<file path="src/rtl/shrp_pkg.sv">
// package of constants for the serial host register port
package shrp_pkg;
   // =========================================================
   // frame layout
   localparam int INSTR_BITS = 5;
   localparam int ADDR_BITS = 11;
   localparam int DATA_BITS = 8;
   localparam int HDR_BITS = INSTR_BITS + ADDR_BITS;
   localparam int FRAME_BITS = HDR_BITS + DATA_BITS;
   localparam int CNT_W = 5;
   // position of the direction bit within the instruction
   localparam int DIR_POS = INSTR_BITS - 1;
   localparam logic [CNT_W-1:0] CNT_HDR_LAST = 5'h0F;
   localparam logic [CNT_W-1:0] CNT_FRAME_END = 5'h18;
   localparam logic [DATA_BITS-1:0] DATA_RESET = 8'h00;
   localparam logic [ADDR_BITS-1:0] ADDR_RESET = 11'h000;
   // =========================================================
   // phase of a transaction
   typedef enum logic [1:0] {
      SHRP_IDLE,
      SHRP_HDR,
      SHRP_READ,
      SHRP_WRITE
   } shrp_phase_t;
endpackage

</file>
<file path="src/rtl/shrp_port.sv">
// serial host register port: slave side of the host link
`timescale 1ns/1ps
module shrp_port (
   // clock and reset
   input wire logic mclk_in,
   input wire logic rst_n_in,
   // serial link pins, asynchronous to mclk_in
   input wire logic cs_n_in,
   input wire logic sclk_in,
   input wire logic sdi_in,
   output logic sdo_out,
   output logic sdo_oe_out,
   // register side
   output logic [shrp_pkg::ADDR_BITS-1:0] reg_addr_out,
   output logic reg_rd_out,
   input wire logic [shrp_pkg::DATA_BITS-1:0] reg_rdata_in,
   output logic reg_wr_out,
   output logic [shrp_pkg::DATA_BITS-1:0] reg_wdata_out
);
   import shrp_pkg::*;

   // =========================================================
   // synchronisers
   logic [2:0] meta_r, meta_nxt;
   logic [2:0] sync_r, sync_nxt;
   logic cs_d_r, cs_d_nxt;
   logic sclk_d_r, sclk_d_nxt;

   // two flops per pin, plus one delay for edge finding
   always_comb begin
      meta_nxt = {cs_n_in, sclk_in, sdi_in};
      sync_nxt = meta_r;
      cs_d_nxt = sync_r[2];
      sclk_d_nxt = sync_r[1];
   end

   // register the chain; reset matches idle pins to avoid a false edge
   always_ff @(posedge mclk_in) begin
      if (!rst_n_in) begin
         meta_r <= 3'h5; // cs high, sclk low, sdi high
         sync_r <= 3'h5;
         cs_d_r <= 1'b1;
         sclk_d_r <= 1'b0;
      end else begin
         meta_r <= meta_nxt;
         sync_r <= sync_nxt;
         cs_d_r <= cs_d_nxt;
         sclk_d_r <= sclk_d_nxt;
      end
   end

   logic cs_n_s, sclk_s, sdi_s;
   logic cs_fall, cs_rise, sclk_rise, sclk_fall;
   // sdi is sampled with the same latency as sclk, so hold time holds
   assign cs_n_s = sync_r[2];
   assign sclk_s = sync_r[1];
   assign sdi_s = sync_r[0];
   assign cs_fall = cs_d_r & ~cs_n_s;
   assign cs_rise = ~cs_d_r & cs_n_s;
   assign sclk_rise = ~cs_n_s & sclk_s & ~sclk_d_r;
   assign sclk_fall = ~cs_n_s & ~sclk_s & sclk_d_r;

   // =========================================================
   // transaction engine
   shrp_phase_t phase_r, phase_nxt;
   logic [CNT_W-1:0] cnt_r, cnt_nxt;
   logic [HDR_BITS-1:0] hdr_r, hdr_nxt;
   logic [DATA_BITS-1:0] shd_r, shd_nxt;
   logic [ADDR_BITS-1:0] addr_r, addr_nxt;
   logic rd_r, rd_nxt, wr_r, wr_nxt;
   logic [DATA_BITS-1:0] wdata_r, wdata_nxt;
   logic sdo_r, sdo_nxt, oe_r, oe_nxt;
   logic [HDR_BITS-1:0] hdr_full;

   assign hdr_full = {hdr_r[HDR_BITS-2:0], sdi_s};

   // next state of the shifter; cs high overrides everything
   always_comb begin
      phase_nxt = phase_r;
      cnt_nxt = cnt_r;
      hdr_nxt = hdr_r;
      shd_nxt = shd_r;
      addr_nxt = addr_r;
      rd_nxt = 1'b0;
      wr_nxt = 1'b0;
      wdata_nxt = wdata_r;
      sdo_nxt = sdo_r;
      oe_nxt = oe_r;
      if (cs_n_s) begin
         phase_nxt = SHRP_IDLE;
         cnt_nxt = '0;
         oe_nxt = 1'b0;
         sdo_nxt = 1'b0;
      end else begin
         unique case (phase_r)
            SHRP_IDLE: begin
               if (cs_fall) begin
                  phase_nxt = SHRP_HDR;
                  cnt_nxt = '0;
               end
            end
            SHRP_HDR: begin
               if (sclk_rise) begin
                  hdr_nxt = hdr_full;
                  cnt_nxt = cnt_r + 5'h01;
                  if (cnt_r == CNT_HDR_LAST) begin
                     addr_nxt = hdr_full[ADDR_BITS-1:0];
                     if (hdr_full[ADDR_BITS+DIR_POS]) begin
                        phase_nxt = SHRP_READ;
                        rd_nxt = 1'b1;
                     end else begin
                        phase_nxt = SHRP_WRITE;
                     end
                  end
               end
            end
            SHRP_READ: begin
               // data fetched in the mclk cycles before sclk falls
               if (rd_r) begin
                  shd_nxt = reg_rdata_in;
               end
               if (sclk_fall && cnt_r != CNT_FRAME_END) begin
                  sdo_nxt = shd_r[DATA_BITS-1];
                  oe_nxt = 1'b1;
                  shd_nxt = {shd_r[DATA_BITS-2:0], 1'b0};
                  cnt_nxt = cnt_r + 5'h01;
               end else if (sclk_fall) begin
                  oe_nxt = 1'b0;
               end
            end
            SHRP_WRITE: begin
               if (sclk_rise && cnt_r != CNT_FRAME_END) begin
                  shd_nxt = {shd_r[DATA_BITS-2:0], sdi_s};
                  cnt_nxt = cnt_r + 5'h01;
                  if (cnt_r == CNT_FRAME_END - 5'h01) begin
                     wr_nxt = 1'b1;
                     wdata_nxt = {shd_r[DATA_BITS-2:0], sdi_s};
                  end
               end
            end
         endcase
      end
   end

   // register the transaction state
   always_ff @(posedge mclk_in) begin
      if (!rst_n_in) begin
         phase_r <= SHRP_IDLE;
         cnt_r <= '0;
         hdr_r <= '0;
         shd_r <= DATA_RESET;
         addr_r <= ADDR_RESET;
         rd_r <= 1'b0;
         wr_r <= 1'b0;
         wdata_r <= DATA_RESET;
         sdo_r <= 1'b0;
         oe_r <= 1'b0;
      end else begin
         phase_r <= phase_nxt;
         cnt_r <= cnt_nxt;
         hdr_r <= hdr_nxt;
         shd_r <= shd_nxt;
         addr_r <= addr_nxt;
         rd_r <= rd_nxt;
         wr_r <= wr_nxt;
         wdata_r <= wdata_nxt;
         sdo_r <= sdo_nxt;
         oe_r <= oe_nxt;
      end
   end

   // outputs straight from flops
   assign sdo_out = sdo_r;
   assign sdo_oe_out = oe_r;
   assign reg_addr_out = addr_r;
   assign reg_rd_out = rd_r;
   assign reg_wr_out = wr_r;
   assign reg_wdata_out = wdata_r;

   // =========================================================
   // assertions
   // output must be released one cycle after chip select is seen high
   a_oe_cs_high: assert property (
      @(posedge mclk_in) disable iff (!rst_n_in)
      cs_n_s |=> !sdo_oe_out)
      else $error("sdo driven while chip select high");
   a_oe_only_read: assert property (
      @(posedge mclk_in) disable iff (!rst_n_in)
      $rose(sdo_oe_out) |-> $past(phase_r) == SHRP_READ)
      else $error("sdo enabled outside a read");
   a_sdo_on_fall: assert property (
      @(posedge mclk_in) disable iff (!rst_n_in)
      $changed(sdo_out) && !$past(cs_n_s) |-> $past(sclk_fall))
      else $error("sdo changed without falling sclk");
   a_wr_is_write: assert property (
      @(posedge mclk_in) disable iff (!rst_n_in)
      reg_wr_out |-> phase_r == SHRP_WRITE && cnt_r == CNT_FRAME_END)
      else $error("write strobe outside write phase");
   // the header register still holds the direction bit at the strobe
   a_rd_dir_bit: assert property (
      @(posedge mclk_in) disable iff (!rst_n_in)
      reg_rd_out |-> hdr_r[HDR_BITS-1])
      else $error("read strobe with direction bit zero");
   a_cs_idle: assert property (
      @(posedge mclk_in) disable iff (!rst_n_in)
      cs_n_s |=> phase_r == SHRP_IDLE && cnt_r == 5'h00)
      else $error("transaction not cleared by chip select");
   a_hdr_count: assert property (
      @(posedge mclk_in) disable iff (!rst_n_in)
      phase_r == SHRP_HDR && sclk_rise |=> cnt_r == $past(cnt_r) + 5'h01)
      else $error("header bit not counted");
   a_addr_hold: assert property (
      @(posedge mclk_in) disable iff (!rst_n_in)
      phase_r == SHRP_READ && $past(phase_r) == SHRP_READ
      |-> $stable(reg_addr_out))
      else $error("address moved during read data");
   // main scenarios: read, write, data out, cut header, cut write data
   c_read: cover property (@(posedge mclk_in) reg_rd_out);
   c_write: cover property (@(posedge mclk_in) reg_wr_out);
   c_sdo_on: cover property (@(posedge mclk_in) $rose(sdo_oe_out));
   c_abort: cover property (@(posedge mclk_in)
      phase_r == SHRP_HDR && cs_rise);
   c_wr_abort: cover property (@(posedge mclk_in)
      phase_r == SHRP_WRITE && cs_rise);
endmodule // shrp_port

</file>
<file path="config.mk">
export PLATFORM = sky130hd
export DESIGN_NAME = shrp_port
export DESIGN_NICKNAME = d
export VERILOG_FILES = /design/src/rtl/shrp_pkg.sv /design/src/rtl/shrp_port.sv
export SDC_FILE = /design/constraint.sdc
export NUM_CORES = 1
export LEC_CHECK = 0
export ABC_AREA = 1
export BUFFER_PORTS_ARGS = -buffer_cell sky130_fd_sc_hd__buf_2
export CORE_UTILIZATION = 36
export DETAILED_ROUTE_END_ITERATION = 10
export SLEW_MARGIN = 10
export SYNTH_ARGS = -nofsm -noshare
export SYNTH_HDL_FRONTEND = slang
export SYNTH_SLANG_ARGS = --single-unit
</file>
<file path="constraint.sdc">
create_clock -name mclk_in -period 2.8 [get_ports mclk_in]
set_clock_uncertainty 0.1 [all_clocks]
set_input_delay 0.28 -clock mclk_in [delete_from_list [all_inputs] [get_ports mclk_in]]
set_output_delay 0.28 -clock mclk_in [all_outputs]
set_load 0.005 [all_outputs]
</file>
Word level (Yosys, flattened, before mapping)

Index checks and enable logic that the tools add are counted.

Bits in registers: 61
Bits in latches: 0
Memory bits (writable): 0
ROM bits: 0
Bits of input ports: 13
Output and inout port bits: 23
Logic and storage cells: 76
Memories kept: 0

$add $sub $neg: 1
$mul: 0
Div/mod/pow operators: 0
$lt $le $gt $ge: 0
Equal/unequal tests: 12
Shifts and indexed selects: 0
Multiplexer cells: 18
Bitwise logic cells: 14
Reduce and logical (&&, ||, !) cells: 17

Operators by type and width:

| operator              | count |
|---|---|
| $mux W8               | 3 |
| $mux W5               | 4 |
| $pmux W5 S4           | 1 |
| $reduce_and A4 Y1     | 5 |
| $pmux W8 S2           | 1 |
| $ne A2 B2 Y1 const B  | 5 |
| $not A1 Y1            | 9 |
| $mux W2               | 3 |
| $reduce_bool A2 Y1    | 3 |
| $add A5 B1 Y5 const B | 1 |
| $and A1 B1 Y1         | 5 |
| $eq A5 B4 Y1 const B  | 1 |
| $eq A5 B5 Y1 const B  | 1 |
| $mux W1               | 5 |
| $ne A5 B5 Y1 const B  | 1 |
| $reduce_or A5 Y1      | 1 |
| $eq A2 B2 Y1 const B  | 2 |
| $pmux W2 S2           | 1 |
| $reduce_and A2 Y1     | 2 |
| $reduce_or A4 Y1      | 1 |
| $ne A3 B3 Y1 const B  | 1 |
| $reduce_and A3 Y1     | 1 |
| $eq A2 B1 Y1 const B  | 1 |
| $logic_and A1 B1 Y1   | 2 |
| 2 further kinds       | 2 |

Depth between registers and ports, before layout

Depth in word-level cells: 6
Mapped depth: 12
Mapped depth without buffers: 11

Worst setup path after synthesis

No wires, ideal clock.

Path type: flip-flop to flip-flop
From: register cnt_r[0]
To: register shd_r[1]
Library setup time: 0.113 ns
Data arrival time: 1.289 ns
Data required time: 2.587 ns
Setup slack: 1.298 ns
Cell stages (with the launch flop): 12
Buffers on the path: 1
Period minus slack after synthesis: 1.502 ns
Path through: dfxtp_1 > inv_1 > ha_1 > nand2_1 > inv_1 > nand2_1 > nand2_1 > nand2_1 > nand3_4 > buf_6 > nor2_1 > nor2_1

Longest elaborated chain between the ends: 4
Elaborated cells between the ends (all ways): 8
Those cells by class: eq/ne (3); mux (2); reduce/logical (3)

Ends and longest elaborated chain:

| element                                                           | RTL line                           | text |
|---|---|---|
| start: declaration                                                | shrp_port.sv:66                    | `logic [CNT_W-1:0] cnt_r, cnt_nxt;` |
| start signal: assignment                                          | shrp_port.sv:160                   | `cnt_r <= cnt_nxt;` |
| $ne A5 B5 Y1 *                                                    | shrp_port.sv:122, shrp_port.sv:132 |  |
| $logic_and A1 B1 Y1, on equally long branches                     | shrp_port.sv:122, shrp_port.sv:132 |  |
| $ne A3 B3 Y1 (no line), or another cell as far along              | n/a                                |  |
| $reduce_and A4 Y1 (no line) / $pmux W8 S2 (equally long branches) | n/a                                |  |
| end signal: assignment                                            | shrp_port.sv:162                   | `shd_r <= shd_nxt;` |
| end: declaration                                                  | shrp_port.sv:68                    | `logic [DATA_BITS-1:0] shd_r, shd_nxt;` |

Mark *: on every way between the ends. The rest lies on a longest branch, timed or not.
A chain may end at the register's enable or synchronous reset.

Worst setup path after layout

From: register cnt_r[1]
To: register addr_r[0], in the netlist reg_addr_out[0]

Longest elaborated chain between the ends: 2

Ends and longest elaborated chain:

| element                     | RTL line         | text |
|---|---|---|
| $eq A5 B4 Y1                | shrp_port.sv:106 | `if (cnt_r == CNT_HDR_LAST) begin` |
| $reduce_and A4 Y1 (no line) | n/a              |  |
| end signal: assignment      | shrp_port.sv:163 | `addr_r <= addr_nxt;` |
| end: declaration            | shrp_port.sv:69  | `logic [ADDR_BITS-1:0] addr_r, addr_nxt;` |

Every way passes these cells.

==> key figures <==
Layout
  • Share of final-layout standard cells stronger than drive strength 1: 0.214
  • Total number of nets in the final design: 375
  • Leading cell type in the layout, fill and taps excluded: nand2_1
  • Highest-count cells in the layout ignoring fill and taps: nand2_1 (63), dfxtp_1 (61), nor2_1 (48), inv_1 (37), buf_2 (35)
  • Number of standard cells in the layout, taps in and fillers out: 460
  • # fillers: 715
  • Post-synthesis to final-layout area growth: 16.8%
  • Number of diodes added for antenna fixing: 0
  • Fin area: 0.00295 mm²

Synthesis
  • Post-Synthesis Cells: 322
  • Proportion of synthesized chip area in sequential cells: 0.483
  • Post-synthesis cell type with the largest combined area: dfxtp_1
  • Net count of the mapped netlist: 338
  • Top cells by area, synth: dfxtp_1 (48%), nand2_1 (9.3%), nor2_1 (7.1%)
  • Distinct cell type count after synthesis: 29
  • Average instance area after synthesis: 7.86 µm²
  • Synthesized cell area: 0.00253 mm²
  • Number of storage elements in the synthesis netlist: 61
  • Warnings, synthesis: 0
  • Area fraction of the dominant cell type after synthesis: 0.483

Floorplanning
  • I/O pin count: 36
  • Floorplan die height: 85.8 µm
  • Horiz. Die Dim: 85.8 µm
  • Die area: 0.00737 mm²
  • Initial Util: 0.372
  • Placeable Area: 0.00679 mm²
  • Cell Rows: 30

Route
  • Post-detailed-route DRC marker count: 0
  • Final ANT Viol Nets: 0
  • Vias per inst: 4.47
  • Vias post-DR: 2058
  • Final wirelength: 4860 µm
  • Post-DR wirelength/cell: 10.6 µm
  • Highest Signal Layer: met4
  • Routed length on met3: 265 µm
  • Initial DRT Pass Iterations: 4
  • Routed metal-1 wirelength: 2470 µm
  • Detailed-routed wire length on met2: 2070 µm
  • 1st-iter DRT viols: 128

CTS
  • Clock transition at the registers of the reported paths: 0.07 ns
  • Htree depth: 3
  • Hold_buf cts: 0
  • Root Driver: clkbuf_8
  • Clock insertion delay at the later pin of the skew report: 0.33 ns
  • Count of buffers added by post-CTS timing repair for setup: 0
  • Number of resized instances in the post-cts repair step: 0
  • Clock Sink Count: 61
  • Clock tree from TritonCTS: yes
  • Buffer depth of the longest clock path: 2
  • TritonCTS buffer count: 9

Global route
  • Overflow left after global routing: 0
  • Maximum number of pins on one net before global-route repair: 35
  • Initial antenna violation count: 0
  • Overall routing resource usage: 0.146
  • Wire length of the first global-routing pass: 8310 µm
  • Via count of the first global-routing pass: 1802

Power
  • Internal power: 1.35 mW
  • Part of the power in the clock network: 0.460
  • Switching share of total power: 0.211
  • Combinational cell fraction of total power: 0.029
  • Static leakage: 1.33 nW
  • Power density normalized to cell area: 580 mW/mm²
  • Flop pwr share: 0.511
  • Final Power: 1.71 mW
  • NetSw: 0.362 mW
  • Max rail drop VDD: 0.348 mV

Timing
  • Final hold violation count: 0
  • Achievable clock frequency: 516 MHz
  • Slew Viols, Final: 0
  • Post-layout minimum cycle time: 1.94 ns
  • Summed negative setup slack over all endpoints: 0 ns
  • Worst slew pin tran: 0.737 ns
  • Unrepaired setup endpoints after global routing: no
  • Total of endpoints with negative setup slack in the final report: 0
  • Fraction of the cycle the final worst path needs: 0.693
  • Worst slew slack as a fraction of its limit: 0.507
  • Least setup slack across all paths after layout: 0.861 ns

Run
  • Max-cap violations: 0

Worst setup path
  • CP Buf/Inv Count: 1
  • Sort of element at the start of the critical path: flip-flop
  • Data arrival time at the worst-slack endpoint: 2.06 ns
  • Worst r2r src: cnt_r[1]$_SDFFE_PP0P_
  • Crit Reg-Reg Endpoint: reg_addr_out[0]$_SDFFE_PN0P_
  • Largest incremental delay on the critical path: 0.47 ns
  • Worst endpoint required time: 2.92 ns
  • R2R cell count: 9
  • Category of the worst setup path capture point: flip-flop
  • Sequence of cells on the critical path: ha_1, nand2_1, nor2_1, ha_1, nand2_1, nor2_4, inv_1, nand2_1, a21oi_1
  • Worst R2R Setup Slack: 0.86 ns
  • Cell family with the largest share of critical-path delay: simple AND/OR/NAND/NOR gates
  • Start-to-end type of the worst setup path: flip-flop to flip-flop
  • Worst path slowest cell: nor2_4
  • Crit-path max FO: 23
  • Most common cell type on the critical path: nand2_1

Worst hold path
  • Min-delay worst type: primary input to flip-flop
  • Beginning of the worst hold path: cs_n_in
  • Number of cells traversed by the worst hold path: 2
  • Hold worst-path end: meta_r[2]$_SDFF_PN1_

Placed design
  • Area post-placement: 0.00275 mm²
  • Gpl congestion: 0.811
  • Post-detailed-placement half-perimeter wirelength: 3290 µm
  • Post-Place Worst Slack: 0.847 ns
  • Number of port buffers: 35
  • Placed Cells incl. Taps: 444

Status
  • Run status: completed
metal layers:
metal,GRT usage,up-vias
li1,-,1095
met1,0.188,914
met2,0.218,43
met3,0.0587,6
met4,0.0591,0
met5,0,-
worst reg2reg max path, cell delays in order (launching register included):
cell     delay, ns
dfxtp_1       0.36
ha_1          0.18
nand2_1       0.08
nor2_1        0.11
ha_1          0.15
nand2_1       0.08
nor2_4        0.47
inv_1         0.15
nand2_1       0.09
a21oi_1       0.06
registers in the layout, summed over array words and instances (netlist names):
name and cells:
cnt_r 5, sclk_d_r 1, reg_rd_out 1, phase_r 2
sync_r 3, shd_r 8, reg_wr_out 1, sdo_oe_out 1
cs_d_r 1, meta_r 3, hdr_r 15, reg_wdata_out 8
sdo_out 1, reg_addr_out 11
stage by stage:
step	utilization	hold slack, ns
final	0.435	0.0280
after global routing	0.435	0.0136
after CTS	0.435	0.0129
after detailed placement	0.405	0.298
after global placement	0.405	0.298
after floorplan	-	0.278
cell families after synthesis:
kind of cell    share of synthesized area
simple gates                        0.251
compound gates                      0.154
flops                               0.483
buf+inv                            0.0969
fa+ha+maj                          0.0148
cell type report:
type | instances | area, µm² | area share
multi-input cells | 209 | 1060 | 0.360
flip-flops and latches | 61 | 1220 | 0.413
clock buffers | 13 | 159 | 0.0538
repair buffers | 37 | 190 | 0.0644
well taps | 96 | 120 | 0.0407
clock inverters | 3 | 43.8 | 0.0148
inverters | 41 | 156 | 0.0529
power groups by stage:
stage	Clock (mW)	Combinational, mW	Sequential, mW
after floorplan	0	0.0331	0.895
after global placement	0	0.0499	0.896
after detailed placement	0	0.0497	0.896
after CTS	0.811	0.0499	0.876
after global routing	0.854	0.0579	0.876
final	0.788	0.0496	0.876
worst max-delay path by stage:
| stage | start | to | slack (ns) | cells past startpoint |
|---|---|---|---|---|
| 2_1_floorplan | cnt_r[0]$_SDFFE_PP0P_ | shd_r[1]$_SDFFE_PN0P_ | 1.30 | 11 |
| 3_3_place_gp | cnt_r[1]$_SDFFE_PP0P_ | reg_addr_out[0]$_SDFFE_PN0P_ | 0.91 | 9 |
| 3_5_place_dp | cnt_r[1]$_SDFFE_PP0P_ | reg_addr_out[0]$_SDFFE_PN0P_ | 0.85 | 9 |
| 4_1_cts | cnt_r[1]$_SDFFE_PP0P_ | reg_addr_out[0]$_SDFFE_PN0P_ | 0.83 | 9 |
| 5_1_grt | cnt_r[0]$_SDFFE_PP0P_ | reg_addr_out[2]$_SDFFE_PN0P_ | 0.65 | 8 |
| 6_report | cnt_r[1]$_SDFFE_PP0P_ | reg_addr_out[0]$_SDFFE_PN0P_ | 0.86 | 9 |
synth_stat cells:
cell       n
nor2_4     1
clkbuf_8   1
nand2_2    1
nand4_1    1
o21ai_0   24
buf_4      1
nor3b_1    1
nand3_1   11
nand2_4    3
a21oi_1   29
buf_2      3
a211oi_2   8
inv_4      1
nand3_2    1
nor3_1     2
ha_1       3
inv_2      3
o21ai_1    2
buf_1      1
clkbuf_1   1
buf_6      4
nand3_4    2
nor2_2     3
a211oi_1   2
nand2_1   63
or2_2      4
dfxtp_1   61
inv_1     37
nor2_1    48
Power figures use the tool's default switching activity.
